`src/rtl/wwd_defines.vh`:
```
// wwd_defines.vh: constants for the windowed watchdog register block
// assumes: included by the wwd design files; holds definitions only
`ifndef WWD_DEFINES_VH
`define WWD_DEFINES_VH

// register indices; byte address is four times the index
`define WWD_IDX_CTRL_A       10'h18c
`define WWD_IDX_CTRL_B       10'h18d
`define WWD_IDX_PSC_LOW      10'h18e
`define WWD_IDX_PSC_HIGH     10'h18f
`define WWD_IDX_TIMER_STAT   10'h190
`define WWD_IDX_IRQ_STATUS   10'h191
`define WWD_IDX_IRQ_MASK     10'h192

// control_a fields
`define WWD_SEN_BIT          0
`define WWD_PS_LSB           1
`define WWD_PS_MSB           5
// control_b fields
`define WWD_WIN_LSB          0
`define WWD_WIN_MSB          2
`define WWD_CS_LSB           4
`define WWD_CS_MSB           6
// timer status fields
`define WWD_TMR_LSB          3
`define WWD_TMR_MSB          7
`define WWD_ARMED_BIT        2
// interrupt status and mask fields
`define WWD_IRQ_TIMEOUT_BIT  0
`define WWD_IRQ_VIOL_BIT     1
`define WWD_IRQ_W            2

// reset values and fuse codes
`define WWD_PS_RESET         5'h0b
`define WWD_PS_MAX           5'h12
`define WWD_PS_MIN           5'h00
`define WWD_PERIOD_FUSE_OPEN 5'h1f
`define WWD_CLK_FUSE_OPEN    3'h7
`define WWD_WIN_FUSE_OPEN    3'h7
`define WWD_CS_RESET         3'h0
`define WWD_WIN_FULL         3'h7
`define WWD_SEN_RESET        1'b0
`define WWD_PSC_RESET        18'h00000
`define WWD_TMR_RESET        5'h00
`define WWD_TMR_LAST         5'h1f
`define WWD_MODE_ALWAYS      2'h3
`define WWD_MODE_AWAKE       2'h2
`define WWD_MODE_SOFT        2'h1
`define WWD_MODE_OFF         2'h0

// clock source codes
`define WWD_CS_LFOSC         3'h0
`define WWD_CS_MFOSC         3'h1
`define WWD_CS_SECONDARY_OSC          3'h2
`define WWD_CS_EXTERNAL_OSC        3'h3

// synchroniser depth for pin inputs
`define WWD_SYNC_STAGES      3

`endif

```
`src/rtl/wwd_sync.v`:
```
// wwd_sync.v: three-flop synchroniser with agreement filter for pin levels
// assumes: inputs are asynchronous levels; one clock, synchronous reset
`timescale 1ns/1ns
`include "wwd_defines.vh"

module wwd_sync #(
	parameter WIDTH = 6
) (
	// clock and control
	input  wire             clk_i,
	input  wire             rst_i,
	input  wire             ce_i,
	// levels
	input  wire [WIDTH-1:0] async_i,
	output wire [WIDTH-1:0] level_o
);

	reg [WIDTH-1:0] meta_ff;
	reg [WIDTH-1:0] mid_ff;
	reg [WIDTH-1:0] last_ff;
	reg [WIDTH-1:0] level_ff;
	wire [WIDTH-1:0] nxt_level;

	// a change only counts once stages two and three agree
	assign nxt_level = (mid_ff & last_ff) | (level_ff & (mid_ff | last_ff));
	assign level_o   = level_ff;

	always @(posedge clk_i) begin
		if (rst_i) begin
			meta_ff  <= {WIDTH{1'b0}};
			mid_ff   <= {WIDTH{1'b0}};
			last_ff  <= {WIDTH{1'b0}};
			level_ff <= {WIDTH{1'b0}};
		end else if (ce_i) begin
			meta_ff  <= async_i;
			mid_ff   <= meta_ff;
			last_ff  <= mid_ff;
			level_ff <= nxt_level;
		end
	end

endmodule // wwd_sync

```
`src/rtl/wwd_top.v`:
```
// wwd_top.v: windowed watchdog timer with its register file on Avalon-MM
// assumes: fuses are static while running; oscillators and sleep come from
// other domains; the clear instruction pulse is on clk_i
//
// Summary of operation
// - period code doubles prescale from 1:32 upward
// - codes above 10010 act as 1 ms
// - period resets to 01011 or fuse value
// - period field read-only unless fuse all ones
// - soft enable only counts in soft mode
// - clock pick selects one of four oscillators
// - open clock fuse resets clock pick to 000
// - clock pick read-only unless fuse is 111
// - window code sets open share in eighths
// - window field resets from window fuse
// - window field read-only unless fuse is 111
// - window opens at count (7 minus code) times 4
// - timer status bit 2 shows armed state
// - 18-bit prescaler count readable over three registers
// - unarmed clear in windowed mode is a violation
// - control writes and armed clears reset counter
// - violation resets device and clears violation flag
//
// Implementation choice: the Avalon-MM slave port.
`timescale 1ns/1ns
`include "wwd_defines.vh"

module wwd_top #(
	parameter PSC_W = 18,
	parameter TMR_W = 5
) (
	// clock and control
	input  wire        clk_i,
	input  wire        rst_i,
	input  wire        ce_i,
	// avalon-mm slave
	input  wire [11:0] address_i,
	input  wire        read_i,
	input  wire        write_i,
	input  wire [31:0] writedata_i,
	input  wire [3:0]  byteenable_i,
	output wire [31:0] readdata_o,
	output wire        waitrequest_o,
	// configuration fuses
	input  wire [1:0]  watchdog_mode_fuse_i,
	input  wire [4:0]  period_fuse_i,
	input  wire [2:0]  clock_fuse_i,
	input  wire [2:0]  window_fuse_i,
	// oscillators and device state, asynchronous
	input  wire        low_freq_osc_i,
	input  wire        mid_freq_osc_i,
	input  wire        secondary_osc_i,
	input  wire        external_osc_i,
	input  wire        sleep_i,
	input  wire        ost_run_i,
	// cpu side
	input  wire        watchdog_clear_instr_i,
	// results
	output wire        wdt_reset_o,
	output wire        window_violation_flag_clr_o,
	output wire        wake_o,
	output wire        irq_o
);

	// state codes for the time-out action
	localparam ST_RUN  = 2'b01;
	localparam ST_HOLD = 2'b10;

	reg  [31:0]      readdata_ff;
	reg              wait_ff;
	reg  [4:0]       period_sel_ff;
	reg              soft_enable_ff;
	reg  [2:0]       clock_pick_ff;
	reg  [2:0]       window_sel_ff;
	reg              armed_ff;
	reg  [PSC_W-1:0] psc_ff;
	reg  [TMR_W-1:0] window_count_ff;
	reg  [1:0]       mode_fuse_ff;
	reg              period_lock_ff;
	reg              clock_lock_ff;
	reg              window_lock_ff;
	reg  [1:0]       state_ff;
	reg              wdt_reset_ff;
	reg              wv_clr_ff;
	reg              wake_ff;
	reg  [`WWD_IRQ_W-1:0] irq_status_ff;
	reg  [`WWD_IRQ_W-1:0] irq_mask_ff;
	reg              irq_ff;
	reg              osc_prev_ff;
	reg              sleep_prev_ff;

	wire [5:0]       sync_level;
	wire             osc_level;
	wire             sleep_lvl;
	wire             ost_lvl;
	wire [9:0]       reg_idx;
	wire             access;
	wire             wr_take;
	wire             rd_take;
	wire             wr_lane0;
	wire             wr_ctrl;
	wire             enabled;
	wire             tick;
	wire             psc_wrap;
	wire             timeout;
	wire             win_open;
	wire             windowed;
	wire             clr_ok;
	wire             violation;
	wire             counter_clear;
	wire [4:0]       eff_ps;
	wire [PSC_W-1:0] psc_limit;
	reg  [31:0]      nxt_readdata;
	reg  [`WWD_IRQ_W-1:0] nxt_irq_status;
	reg  [1:0]       nxt_state;

	// effective prescale exponent: reserved codes fall back to the shortest
	function [4:0] eff_period;
		input [4:0] code;
		begin
			if (code > `WWD_PS_MAX)
				eff_period = `WWD_PS_MIN;
			else
				eff_period = code;
		end
	endfunction

	// window opening threshold in window_count units
	function [TMR_W-1:0] open_from;
		input [2:0] code;
		begin
			// closed span is (7 - code) steps of four counts; 111 opens at zero
			open_from = {~code, 2'b00};
		end
	endfunction

	wwd_sync #(
		.WIDTH (6)
	) u_sync (
		.clk_i   (clk_i),
		.rst_i   (rst_i),
		.ce_i    (ce_i),
		.async_i ({ost_run_i, sleep_i, external_osc_i, secondary_osc_i,
			mid_freq_osc_i, low_freq_osc_i}),
		.level_o (sync_level)
	);

	// clock source pick; reserved codes stop the count rather than guess
	assign osc_level = (clock_pick_ff == `WWD_CS_LFOSC)  ? sync_level[0] :
		(clock_pick_ff == `WWD_CS_MFOSC)  ? sync_level[1] :
		(clock_pick_ff == `WWD_CS_SECONDARY_OSC)   ? sync_level[2] :
		(clock_pick_ff == `WWD_CS_EXTERNAL_OSC) ? sync_level[3] : 1'b0;
	assign sleep_lvl = sync_level[4];
	assign ost_lvl   = sync_level[5];
	assign tick      = osc_level & ~osc_prev_ff;

	// bus decode
	assign reg_idx  = address_i[11:2];
	assign access   = (read_i | write_i) & ~wait_ff;
	assign wr_take  = access & write_i;
	assign rd_take  = access & read_i;
	assign wr_lane0 = wr_take & byteenable_i[0];
	assign wr_ctrl  = wr_lane0 & ((reg_idx == `WWD_IDX_CTRL_A) |
		(reg_idx == `WWD_IDX_CTRL_B));

	// enable per mode fuse
	assign enabled = (mode_fuse_ff == `WWD_MODE_ALWAYS) |
		((mode_fuse_ff == `WWD_MODE_AWAKE) & ~sleep_lvl) |
		((mode_fuse_ff == `WWD_MODE_SOFT) & soft_enable_ff);

	// period and window
	assign eff_ps    = eff_period(period_sel_ff);
	assign psc_limit = (eff_ps == 5'h00) ? {PSC_W{1'b0}} :
		(({{(PSC_W-1){1'b0}}, 1'b1} << eff_ps) - {{(PSC_W-1){1'b0}}, 1'b1});
	assign psc_wrap  = tick & (psc_ff == psc_limit);
	assign timeout   = enabled & psc_wrap & (window_count_ff == `WWD_TMR_LAST);
	assign win_open  = (window_sel_ff == `WWD_WIN_FULL) |
		(window_count_ff >= open_from(window_sel_ff));
	assign windowed  = window_sel_ff != `WWD_WIN_FULL;

	// clear instruction checks
	assign clr_ok    = watchdog_clear_instr_i & (~windowed | (armed_ff & win_open));
	assign violation = enabled & watchdog_clear_instr_i & windowed &
		~(armed_ff & win_open);

	// sleep entry and exit, oscillator start-up and disable all clear the count
	assign counter_clear = wr_ctrl | clr_ok | ~enabled | ost_lvl |
		(sleep_lvl ^ sleep_prev_ff);

	// read mux
	always @* begin
		nxt_readdata = 32'h00000000;
		case (reg_idx)
			`WWD_IDX_CTRL_A: begin
				nxt_readdata[`WWD_PS_MSB:`WWD_PS_LSB] = period_sel_ff;
				nxt_readdata[`WWD_SEN_BIT]           = soft_enable_ff;
			end
			`WWD_IDX_CTRL_B: begin
				nxt_readdata[`WWD_CS_MSB:`WWD_CS_LSB]   = clock_pick_ff;
				nxt_readdata[`WWD_WIN_MSB:`WWD_WIN_LSB] = window_sel_ff;
			end
			`WWD_IDX_PSC_LOW: begin
				nxt_readdata[7:0] = psc_ff[7:0];
			end
			`WWD_IDX_PSC_HIGH: begin
				nxt_readdata[7:0] = psc_ff[15:8];
			end
			`WWD_IDX_TIMER_STAT: begin
				nxt_readdata[`WWD_TMR_MSB:`WWD_TMR_LSB] = window_count_ff;
				nxt_readdata[`WWD_ARMED_BIT]            = armed_ff;
				nxt_readdata[1:0]                       = psc_ff[17:16];
			end
			`WWD_IDX_IRQ_STATUS: begin
				nxt_readdata[`WWD_IRQ_W-1:0] = irq_status_ff;
			end
			`WWD_IDX_IRQ_MASK: begin
				nxt_readdata[`WWD_IRQ_W-1:0] = irq_mask_ff;
			end
			default: begin
				nxt_readdata = 32'h00000000;
			end
		endcase
	end

	// sticky events; a set in the clearing cycle survives
	always @* begin
		nxt_irq_status = irq_status_ff;
		if (wr_lane0 && (reg_idx == `WWD_IDX_IRQ_STATUS))
			nxt_irq_status = irq_status_ff & ~writedata_i[`WWD_IRQ_W-1:0];
		if (timeout)
			nxt_irq_status[`WWD_IRQ_TIMEOUT_BIT] = 1'b1;
		if (violation)
			nxt_irq_status[`WWD_IRQ_VIOL_BIT] = 1'b1;
	end

	// action state: hold after a reset request until the count is cleared
	always @* begin
		nxt_state = state_ff;
		case (state_ff)
			ST_RUN: begin
				if ((timeout && !sleep_lvl) || violation)
					nxt_state = ST_HOLD;
			end
			ST_HOLD: begin
				if (counter_clear)
					nxt_state = ST_RUN;
			end
			default: begin
				nxt_state = ST_RUN;
			end
		endcase
	end

	// bus handshake: one wait cycle, then answer
	always @(posedge clk_i) begin
		if (rst_i) begin
			wait_ff     <= 1'b1;
			readdata_ff <= 32'h00000000;
		end else if (ce_i) begin
			wait_ff <= ~((read_i | write_i) & wait_ff);
			if (read_i && wait_ff)
				readdata_ff <= nxt_readdata;
		end
	end

	// control registers; fuses are caught on the reset cycle
	always @(posedge clk_i) begin
		if (rst_i) begin
			mode_fuse_ff   <= watchdog_mode_fuse_i;
			period_lock_ff <= period_fuse_i != `WWD_PERIOD_FUSE_OPEN;
			clock_lock_ff  <= clock_fuse_i != `WWD_CLK_FUSE_OPEN;
			window_lock_ff <= window_fuse_i != `WWD_WIN_FUSE_OPEN;
			period_sel_ff  <= (period_fuse_i == `WWD_PERIOD_FUSE_OPEN) ?
				`WWD_PS_RESET : period_fuse_i;
			soft_enable_ff <= `WWD_SEN_RESET;
			// locked clock pick has no defined value; 000 is used either way
			clock_pick_ff  <= `WWD_CS_RESET;
			window_sel_ff  <= window_fuse_i;
			irq_mask_ff    <= {`WWD_IRQ_W{1'b0}};
		end else if (ce_i) begin
			if (wr_lane0 && (reg_idx == `WWD_IDX_CTRL_A)) begin
				soft_enable_ff <= writedata_i[`WWD_SEN_BIT];
				if (!period_lock_ff)
					period_sel_ff <= writedata_i[`WWD_PS_MSB:`WWD_PS_LSB];
			end
			if (wr_lane0 && (reg_idx == `WWD_IDX_CTRL_B)) begin
				if (!clock_lock_ff)
					clock_pick_ff <= writedata_i[`WWD_CS_MSB:`WWD_CS_LSB];
				if (!window_lock_ff)
					window_sel_ff <= writedata_i[`WWD_WIN_MSB:`WWD_WIN_LSB];
			end
			if (wr_lane0 && (reg_idx == `WWD_IDX_IRQ_MASK))
				irq_mask_ff <= writedata_i[`WWD_IRQ_W-1:0];
		end
	end

	// arming: a read of control_a arms, any clear instruction disarms
	always @(posedge clk_i) begin
		if (rst_i) begin
			armed_ff <= 1'b0;
		end else if (ce_i) begin
			if (watchdog_clear_instr_i || !enabled)
				armed_ff <= 1'b0;
			else if (rd_take && (reg_idx == `WWD_IDX_CTRL_A))
				armed_ff <= 1'b1;
		end
	end

	// prescaler and window counter
	always @(posedge clk_i) begin
		if (rst_i) begin
			psc_ff          <= `WWD_PSC_RESET;
			window_count_ff <= `WWD_TMR_RESET;
			osc_prev_ff     <= 1'b0;
			sleep_prev_ff   <= 1'b0;
		end else if (ce_i) begin
			osc_prev_ff   <= osc_level;
			sleep_prev_ff <= sleep_lvl;
			if (counter_clear || state_ff == ST_HOLD) begin
				psc_ff          <= `WWD_PSC_RESET;
				window_count_ff <= `WWD_TMR_RESET;
			end else if (psc_wrap) begin
				psc_ff          <= `WWD_PSC_RESET;
				window_count_ff <= window_count_ff + {{(TMR_W-1){1'b0}}, 1'b1};
			end else if (tick) begin
				psc_ff <= psc_ff + {{(PSC_W-1){1'b0}}, 1'b1};
			end
		end
	end

	// outcomes; a time-out in sleep wakes instead of resetting
	always @(posedge clk_i) begin
		if (rst_i) begin
			state_ff      <= ST_RUN;
			wdt_reset_ff  <= 1'b0;
			wv_clr_ff     <= 1'b0;
			wake_ff       <= 1'b0;
			irq_status_ff <= {`WWD_IRQ_W{1'b0}};
			irq_ff        <= 1'b0;
		end else if (ce_i) begin
			state_ff      <= nxt_state;
			wdt_reset_ff  <= (state_ff == ST_RUN) &
				((timeout & ~sleep_lvl) | violation);
			wv_clr_ff     <= (state_ff == ST_RUN) & violation;
			wake_ff       <= timeout & sleep_lvl;
			irq_status_ff <= nxt_irq_status;
			irq_ff        <= |(nxt_irq_status & irq_mask_ff);
		end
	end

	assign readdata_o                  = readdata_ff;
	assign waitrequest_o               = wait_ff;
	assign wdt_reset_o                 = wdt_reset_ff;
	assign window_violation_flag_clr_o = wv_clr_ff;
	assign wake_o                      = wake_ff;
	assign irq_o                       = irq_ff;

endmodule // wwd_top

```
`config.mk`:
```
export PLATFORM = sky130hd
export DESIGN_NAME = wwd_top
export DESIGN_NICKNAME = d
export VERILOG_FILES = /design/src/rtl/wwd_sync.v /design/src/rtl/wwd_top.v
export VERILOG_INCLUDE_DIRS = /design/src /design/src/rtl
export SDC_FILE = /design/constraint.sdc
export NUM_CORES = 1
export LEC_CHECK = 0
export BUFFER_PORTS_ARGS = -buffer_cell sky130_fd_sc_hd__buf_2
export CAP_MARGIN = 20
export CORE_AREA = 2 2 152 154
export DETAILED_ROUTE_END_ITERATION = 7
export DIE_AREA = 0 0 154 156
export PLACE_DENSITY = 0.47
export SLEW_MARGIN = 30
export SYNTH_ARGS = -nofsm -noshare
export SYNTH_HDL_FRONTEND = slang
export SYNTH_SLANG_ARGS = --single-unit
```
`constraint.sdc`:
```
create_clock -name clk_i -period 4.8 [get_ports clk_i]
set_clock_uncertainty 0.05 [all_clocks]
set_input_delay 0.96 -clock clk_i [delete_from_list [all_inputs] [get_ports clk_i]]
set_output_delay 0.96 -clock clk_i [all_outputs]
set_load 0.01 [all_outputs]
```
==> results of run 1 <==
[state kept, by name, summed over array words and instances (netlist names), 3 cells and up]
signal,cells
psc_ff,18
readdata_o,8
u_sync.last_ff,6
u_sync.level_o,6
u_sync.meta_ff,6
u_sync.mid_ff,6
period_sel_ff,5
window_count_ff,5
clock_pick_ff,3
window_sel_ff,3
[through the flow]
step	utilization (%)	instances	instance area [um^2]	power, mW
after floorplan	-	639	5390	1.00
after global placement	25.8	926	5760	1.07
after detailed placement	25.8	926	5760	1.07
after CTS	27.1	942	6060	1.80
after global routing	27.1	942	6060	1.86
final	27.1	942	6060	1.77
[routing by layer]
metal  track usage, %  wire length, um
met5                0                0
met1             17.8             7440
met2             18.6             6230
met3             2.39              582
met4             3.60              180
[final cells by class]
| cell class | instances | share of cell area (%) |
|---|---|---|
| inverters | 20 | 1.24 |
| clock inverters | 7 | 1.22 |
| multi-input cells | 465 | 50.8 |
| flip-flops and latches | 86 | 30.5 |
| well taps | 285 | 5.88 |
| clock buffers | 9 | 3.71 |
| repair buffers | 70 | 6.60 |
[cell families after synthesis]
kind of cell / count (synthesis)
mux: 38
xor+xnor: 26
buf+inv: 88
flops: 86
other cells: 1
compound gates: 125
simple gates: 244
fa+ha+maj: 8
[Yosys cell counts (8+ instances only)]
library cell,number,area [um^2]
xnor2_1,14,123
a21oi_1,24,120
nand2_1,49,184
nand2b_1,12,75.1
nor3_1,29,145
inv_1,19,71.3
and3_1,9,56.3
o21ai_0,25,125
buf_2,13,65.1
ha_1,8,100
nand4_1,12,75.1
dfxtp_1,73,1460
edfxtp_1,13,390
a211oi_1,15,113
nand3_1,12,60.1
mux2i_1,29,290
buf_4,25,188
xor2_1,12,105
nor2_1,63,236
clkbuf_1,24,90.1
[critical path: cells and delay by family, from the launching register on]
kind	cells	cell delay, ps
AOI/OAI and AO/OA	4	700
DFF	1	510
and+or+nand+nor	5	1900
adders and majority gates	1	260
buffers and inverters	2	340
xor gates and xnor gates	1	150
[worst max path at each step]
stage,startpoint,end,slack (ps),cells past startpoint
6_report,period_sel_ff[1],psc_ff[15],760,13
4_1_cts,period_sel_ff[1],irq_o,770,12
5_1_grt,period_sel_ff[1],psc_ff[3],580,13
3_5_place_dp,period_sel_ff[1],psc_ff[15],790,13
3_3_place_gp,period_sel_ff[1],psc_ff[5],800,13
2_1_floorplan,period_sel_ff[3],psc_ff[10],1170,14
[power by group]
group / switching [mW] / internal [mW]
sequential: 0.0206 / 0.756
clock: 0.346 / 0.370
combinational: 0.168 / 0.111
==> flow_summary.ini, run 1 <==
[outcome]
status = completed

[synthesis]
synth.area.mux_share_pct = 8.73
synth_area_um2 = 5300
synth-compound-area-share_pct = 16.2
synth_seq_cells = 86
synth_edf_count = 13
seq_area_frac_synth_pct = 34.9
netlist_instances = 616
yosys.area_share.simple_pct = 25.3
synth.avg_cell_area_um2 = 8.61
yosys_warnings = 0
synth_top_family_by_area = simple AND/OR/NAND/NOR gates
synthXorXnorAreaFrac_pct = 4.30
synth-adder-area-share_pct = 1.89
yosysUniqueCellTypes = 79
synthFlopType = dfxtp_1
async_reset_ff_share_pct = 0

[timing]
final.setup.tns_ps = 0
fmax_ghz = 0.247
worst_slack_ps = 758
maxSlewViolCount = 0
rsz0062_at_grt = false
fin_crit_ps = 4040
fin_hold_ws_ps = 413
hold_viol_final = 0
tightest_slew_ps = 581
relSlewSlack_pct = 60.9
setup_viol_count_final = 0
period_share_pct = 84.2

[place]
place.gp.congestion = 0.833
dp_hpwl_um = 10600
port_buffers = 55
post-place-ws_ps = 786

[floorplanning]
initial_core_util_pct = 23.7
die_h_um = 156
core_area_um2 = 22400
io_pins = 110
die-area_um2 = 24000
num_rows = 55
die_width_um = 154

[cells_and_area]
ff_latch_area_um2 = 1850
n_fill_cell = 2413
final_nets = 733
final_common_cell = dfxtp_1
layout_common_cells = 73 x dfxtp_1, 63 x nor2_1, 55 x buf_2
area_growth_pct = 14.4
multi_input_area_um2 = 3080
drive_gt1_share_pct = 16.7
num_antenna_cells = 0

[routing]
wire_per_inst_um = 15.3
finalWirelength_um = 14400
ant_nets = 0
via_count = 4492
dr.pass1.iters = 5
via_per_inst = 4.77
drc_errors = 0
drt_iter0_drc = 321

[worst_setup_path]
rrSetupSlack_ps = 760
crit_chain = nor2_1, a32oi_1, ha_1, buf_4, or4b_2, o21ai_0, a31oi_1, xnor2_1, or4b_4, nand4bb_4, a21oi_4, buf_12, nor3_1
critPathLaunchType = flop
r2r_end = psc_ff[15]
reg2reg_depth = 13
worstReg2RegStart = period_sel_ff[1]
path_max_fanout = 16
crit_required_ps = 4980
max_stage_delay_ps = 660
worst_ep_arrival_time_ps = 4220
endpoint_kind = flop
critical_path_class = reg -> reg
cp_slowest_cell = or4b_2

[hold_path]
hold_path.class = reg -> reg
holdPathEnd = osc_prev_ff
min_path_cells = 2
worstHoldStart = osc_prev_ff

[clocking]
clk_path_buf_depth = 2
path_clk_slew_ps = 70
ctsResizeCount = 0
htree_levels = 3
cts.sinks = 86
clock_latency_ps = 350
postCtsHoldBufs = 0
ctsRootBufferMaster = clkbuf_16
cts_tree = built
numCtsBuffers = 9
cts_setup_buffers = 0

[global_routing]
grt_pass1_vias = 4217
grt.overflow.total = 0
grt_max_degree = 41
grt.total_usage_pct = 12.3
antenna_found_initial = 0
grt_pass1_wl_um = 23400

[power_and_ir_drop]
p_leak_nw = 2.34
power_density_nw_per_um2 = 292
ir_drop_v = 0.000156

[flow_run]
cap_violations = 0
No activity file was read; power rests on OpenSTA's default activity.
==> run 2: changes to the inputs <==
clock period = 4.24 ns   (was 4.8 ns; I/O delays follow)
==> run 2 against run 1 <==
Against the previous run:
- sequential share of layout area fell by 0.11 points
- die area unchanged
- power rose by 12%
- count of clock-buffer cells in the layout grew 1
- cell count up 0.42%
- sequential power is 13% higher
- worst setup slack worse by 500 ps
- core utilization increased by 0.10 points
- routed wire length up 0.25%
- critical path type unchanged
- maximum frequency is 1.4% higher
- clock power up 9.6%
- global-route usage fell by 0.061 points
==> flow_summary.ini, run 2 (synthesis gave the netlist of run 1 again) <==
[worst_setup_path]
endpoint_kind = flop
cp_slowest_cell = or4b_4
r2r_end = psc_ff[6]
path_max_fanout = 16
cp_top_family = compound AO/OA/AOI/OAI gates
crit_chain = a211o_1, a32oi_1, ha_1, clkinv_1, a211oi_1, a31oi_1, xnor2_1, or4b_4, nand4bb_4, a21oi_4, buf_12, nor3_1
max_stage_delay_ps = 590
cp_num_cells = 12
critical_path_class = reg -> reg
worstReg2RegStart = period_sel_ff[2]
critPathLaunchType = flop
reg2reg_depth = 12
worst_ep_arrival_time_ps = 4160
rrSetupSlack_ps = 250
critPathBufInv = 2
crit_required_ps = 4420
endpoint = psc_ff[6]
critPathLaunch = period_sel_ff[2]

[place]
dp.cells = 930
port_buffers = 55
place.gp.congestion = 0.800
dp_hpwl_um = 10800
post-place-ws_ps = 309
placed_cell_area_um2 = 5790

[timing]
rsz0062_at_grt = false
fmax_ghz = 0.251
tightest_slew_ps = 618
hold_viol_final = 0
relSlewSlack_pct = 58.8
period_share_pct = 94.0
setup_viol_count_final = 0
maxSlewViolCount = 0
final.setup.tns_ps = 0
fin_crit_ps = 3990
fin_hold_ws_ps = 414
worst_slack_ps = 255

[global_routing]
grt_pass1_vias = 4185
antenna_found_initial = 1
grt_pass1_wl_um = 23300
grt.total_usage_pct = 12.3
grt.overflow.total = 0
grt_max_degree = 35

[cells_and_area]
area_growth_pct = 14.8
num_antenna_cells = 0
ff_latch_area_um2 = 1850
n_fill_cell = 2403
layout_common_cells = 73 x dfxtp_1, 63 x nor2_1, 55 x buf_2
final_common_cell = dfxtp_1
final_nets = 737
multi_input_area_um2 = 3080
drive_gt1_share_pct = 17.2
top_register = psc_ff
utilization_pct = 27.2
layout.cells.non_filler = 946
stdcell_area_um2 = 6090
largest_reg_flops = 18

[flow_run]
cap_violations = 0

[hold_path]
hold_path.class = reg -> reg

[routing]
drt_iter0_drc = 331
wire_per_inst_um = 15.3
via_count = 4584
via_per_inst = 4.85
dr.pass1.iters = 5
ant_nets = 0
drc_errors = 0
finalWirelength_um = 14500

[floorplanning]
io_pins = 110
num_rows = 55
die-area_um2 = 24000
die_h_um = 156
initial_core_util_pct = 23.7
core_area_um2 = 22400
die_width_um = 154

[power_and_ir_drop]
ir_drop_v = 0.000157
power_density_nw_per_um2 = 327
p_leak_nw = 2.36
power_mw = 1.99

[clocking]
postCtsHoldBufs = 0
clock_latency_ps = 360
path_clk_slew_ps = 70
ctsRootBufferMaster = clkbuf_16
numCtsBuffers = 9
cts.sinks = 86
cts_tree = built
htree_levels = 3
ctsResizeCount = 0
cts_setup_buffers = 0
clk_path_buf_depth = 2

[outcome]
status = completed
[run 2: changes by cell type in the layout (fill, tap and decap cells not counted)]
cell / previous run / this run
clkinvlp_4: 0 / 1
clkinv_8: 1 / 0
clkbuf_8: 0 / 1
clkinv_2: 0 / 1
inv_8: 3 / 2
inv_4: 1 / 0
buf_4: 14 / 18
[run 2: worst min-delay path by stage]
| stage | endpoint | from | slack, ps | cells after the start |
|---|---|---|---|---|
| after floorplan | osc_prev_ff | osc_prev_ff | 390 | 2 |
| after global placement | osc_prev_ff | osc_prev_ff | 400 | 2 |
| after detailed placement | osc_prev_ff | osc_prev_ff | 400 | 2 |
| after CTS | osc_prev_ff | osc_prev_ff | 420 | 2 |
| after global routing | u_sync.level_o[4] | u_sync.mid_ff[4] | 450 | 2 |
| final | osc_prev_ff | osc_prev_ff | 410 | 2 |
[run 2: per-layer routing]
layer / track usage, % / wire (um)
met5: 0 / 13
met4: 4.09 / 260
met3: 2.75 / 770
met2: 17.8 / 6100
met1: 17.8 / 7320
[run 2: tightest hold or removal path: stages (launching register included)]
cell and delay [ps]:
dfxtp_1 310, nand2_1 60, a21oi_1 50
[run 2: power breakdown]
part | switching, mW | internal, mW | leakage [nW] | total (mW)
registers | 0.0205 | 0.856 | 0.720 | 0.876
clock network | 0.361 | 0.423 | 0.143 | 0.785
logic | 0.197 | 0.132 | 1.49 | 0.330
total | 0.579 | 1.41 | 2.36 | 1.99
[run 2: layout make-up]
class / instances / area share, %
multi-input cells: 465 / 50.6
flip-flops and latches: 86 / 30.4
repair buffers: 74 / 7.07
well taps: 285 / 5.86
clock buffers: 10 / 3.93
inverters: 20 / 1.23
clock inverters: 6 / 0.863
==> run 3: changes to the inputs <==
BUFFER_PORTS_ARGS = -buffer_cell sky130_fd_sc_hd__buf_4   (was -buffer_cell sky130_fd_sc_hd__buf_2)
==> run 3 against run 2 <==
Against the previous run:
- power is 1.1% lower
- sequential share of layout area is 0.61 points lower
- routed wire length is 0.35% lower
- die area unchanged
- via count is 1.7% lower
- critical path depth unchanged
- maximum frequency increased by 7.8%
- worst setup slack improved by 290 ps
- count of clock-buffer cells in the layout unchanged
- clock power decreased by 4.5%
- critical path type unchanged
- largest power group unchanged
- highest routed layer is now met4
==> flow_summary.ini, run 3 (synthesis gave the netlist of run 1 again) <==
[timing]
tightest_slew_ps = 611
final.setup.tns_ps = 0
fmax_ghz = 0.270
period_share_pct = 87.2
setup_viol_count_final = 0
relSlewSlack_pct = 59.0
fin_crit_ps = 3700
fin_hold_ws_ps = 415
maxSlewViolCount = 0
hold_viol_final = 0
rsz0062_at_grt = false

[routing]
dr.pass1.iters = 4
via_count = 4506
ant_nets = 0
via_per_inst = 4.76
drt_iter0_drc = 256
finalWirelength_um = 14400
wire_per_inst_um = 15.2
drc_errors = 0

[worst_setup_path]
worstReg2RegStart = period_sel_ff[1]
critical_path_class = reg -> reg
path_max_fanout = 16
critPathLaunch = period_sel_ff[1]
worst_ep_arrival_time_ps = 3870
critPathLaunchType = flop
crit_required_ps = 4410
endpoint_kind = flop

[cells_and_area]
area_growth_pct = 17.2
final_nets = 737
layout_common_cells = 73 x dfxtp_1, 73 x buf_4, 63 x nor2_1
ff_latch_area_um2 = 1850
drive_gt1_share_pct = 17.1
n_fill_cell = 2411
multi_input_area_um2 = 3080
top_register = psc_ff
largest_reg_flops = 18
utilization_pct = 27.8
stdcell_area_um2 = 6210

[power_and_ir_drop]
switching_share_pct = 28.6
clkPwrFrac_pct = 38.1
ir_drop_v = 0.000171
p_leak_nw = 2.39
power_frac_comb_pct = 17.3
p_int_mw = 1.40
power_density_nw_per_um2 = 317
seq_power_share_pct = 44.6
p_switching_mw = 0.564

[floorplanning]
io_pins = 110
num_rows = 55
die_h_um = 156
die_width_um = 154
initial_core_util_pct = 23.7
core_area_um2 = 22400
die-area_um2 = 24000

[clocking]
cts.sinks = 86
numCtsBuffers = 9
cts_tree = built
path_clk_slew_ps = 70
ctsResizeCount = 0
clock_latency_ps = 350
ctsRootBufferMaster = clkbuf_16
cts_setup_buffers = 0
clk_path_buf_depth = 2
htree_levels = 3
postCtsHoldBufs = 0

[hold_path]
hold_path.class = reg -> reg
worstHoldStart = osc_prev_ff

[global_routing]
grt_pass1_wl_um = 23400
grt.overflow.total = 0
grt.total_usage_pct = 12.4
antenna_found_initial = 0
grt_pass1_vias = 4211
grt_max_degree = 53

[place]
dp_hpwl_um = 10800
placed_cell_area_um2 = 5930
place.gp.congestion = 0.775
port_buffers = 55

[flow_run]
cap_violations = 0

[outcome]
status = completed
## run 3: cell count changes in the layout (fill, tap and decap cells not counted), sizes merged
cell,previous run,this run
clkinv,3,5
diode,0,1
inv,22,20
## run 3: cell type report
type                    count  share of cell area [%]
repair buffers             74                    9.15
multi-input cells         465                    49.6
flip-flops and latches     86                    29.8
clock buffers              10                    3.69
diodes                      1                  0.0403
clock inverters             6                   0.766
well taps                 285                    5.74
inverters                  20                    1.21
## run 3: path summary, 6_finish.rpt
kind	slack (ps)	to	cells after the start
worst max-delay path	540	psc_ff[5]	12
worst min-delay path	410	osc_prev_ff	2
worst max register to register	540	psc_ff[5]	12
worst min register to register	410	osc_prev_ff	2
## run 3: critical path: stages, from the launching register on
cell       delay (ps)
edfxtp_1          410
nor2_1            270
a32oi_1           180
ha_1              310
or4b_2            670
o21ai_0            90
a31oi_1           140
xnor2_1           160
or4b_4            570
nand4bb_4         300
a21oi_4           200
buf_12            160
nor3_1             60
## run 3: stage by stage
| stage | worst slack, ps | total power [mW] | cells |
|---|---|---|---|
| global route | 231 | 2.07 | 946 |
| global placement | 555 | 1.24 | 930 |
| finish | 542 | 1.97 | 947 |
| detailed placement | 549 | 1.24 | 930 |
| floorplan | 607 | 1.13 | 639 |
| CTS | 532 | 2.00 | 946 |
## run 3: layer usage
| metal | vias up | part of all wire, % | GRT usage [%] |
|---|---|---|---|
| li1 | 2284 | - | - |
| met1 | 2106 | 50 | 17.7 |
| met2 | 102 | 43 | 18.3 |
| met3 | 14 | 5.6 | 2.86 |
| met4 | 0 | 1.7 | 4.05 |
| met5 | - | 0 | 0 |
## run 3: power by group through the flow
stage / registers, mW / logic, mW / clock network [mW]
2_1_floorplan: 0.890 / 0.242 / 0
3_3_place_gp: 0.897 / 0.341 / 0
3_5_place_dp: 0.897 / 0.340 / 0
4_1_cts: 0.878 / 0.341 / 0.782
5_1_grt: 0.882 / 0.378 / 0.811
6_report: 0.879 / 0.340 / 0.750
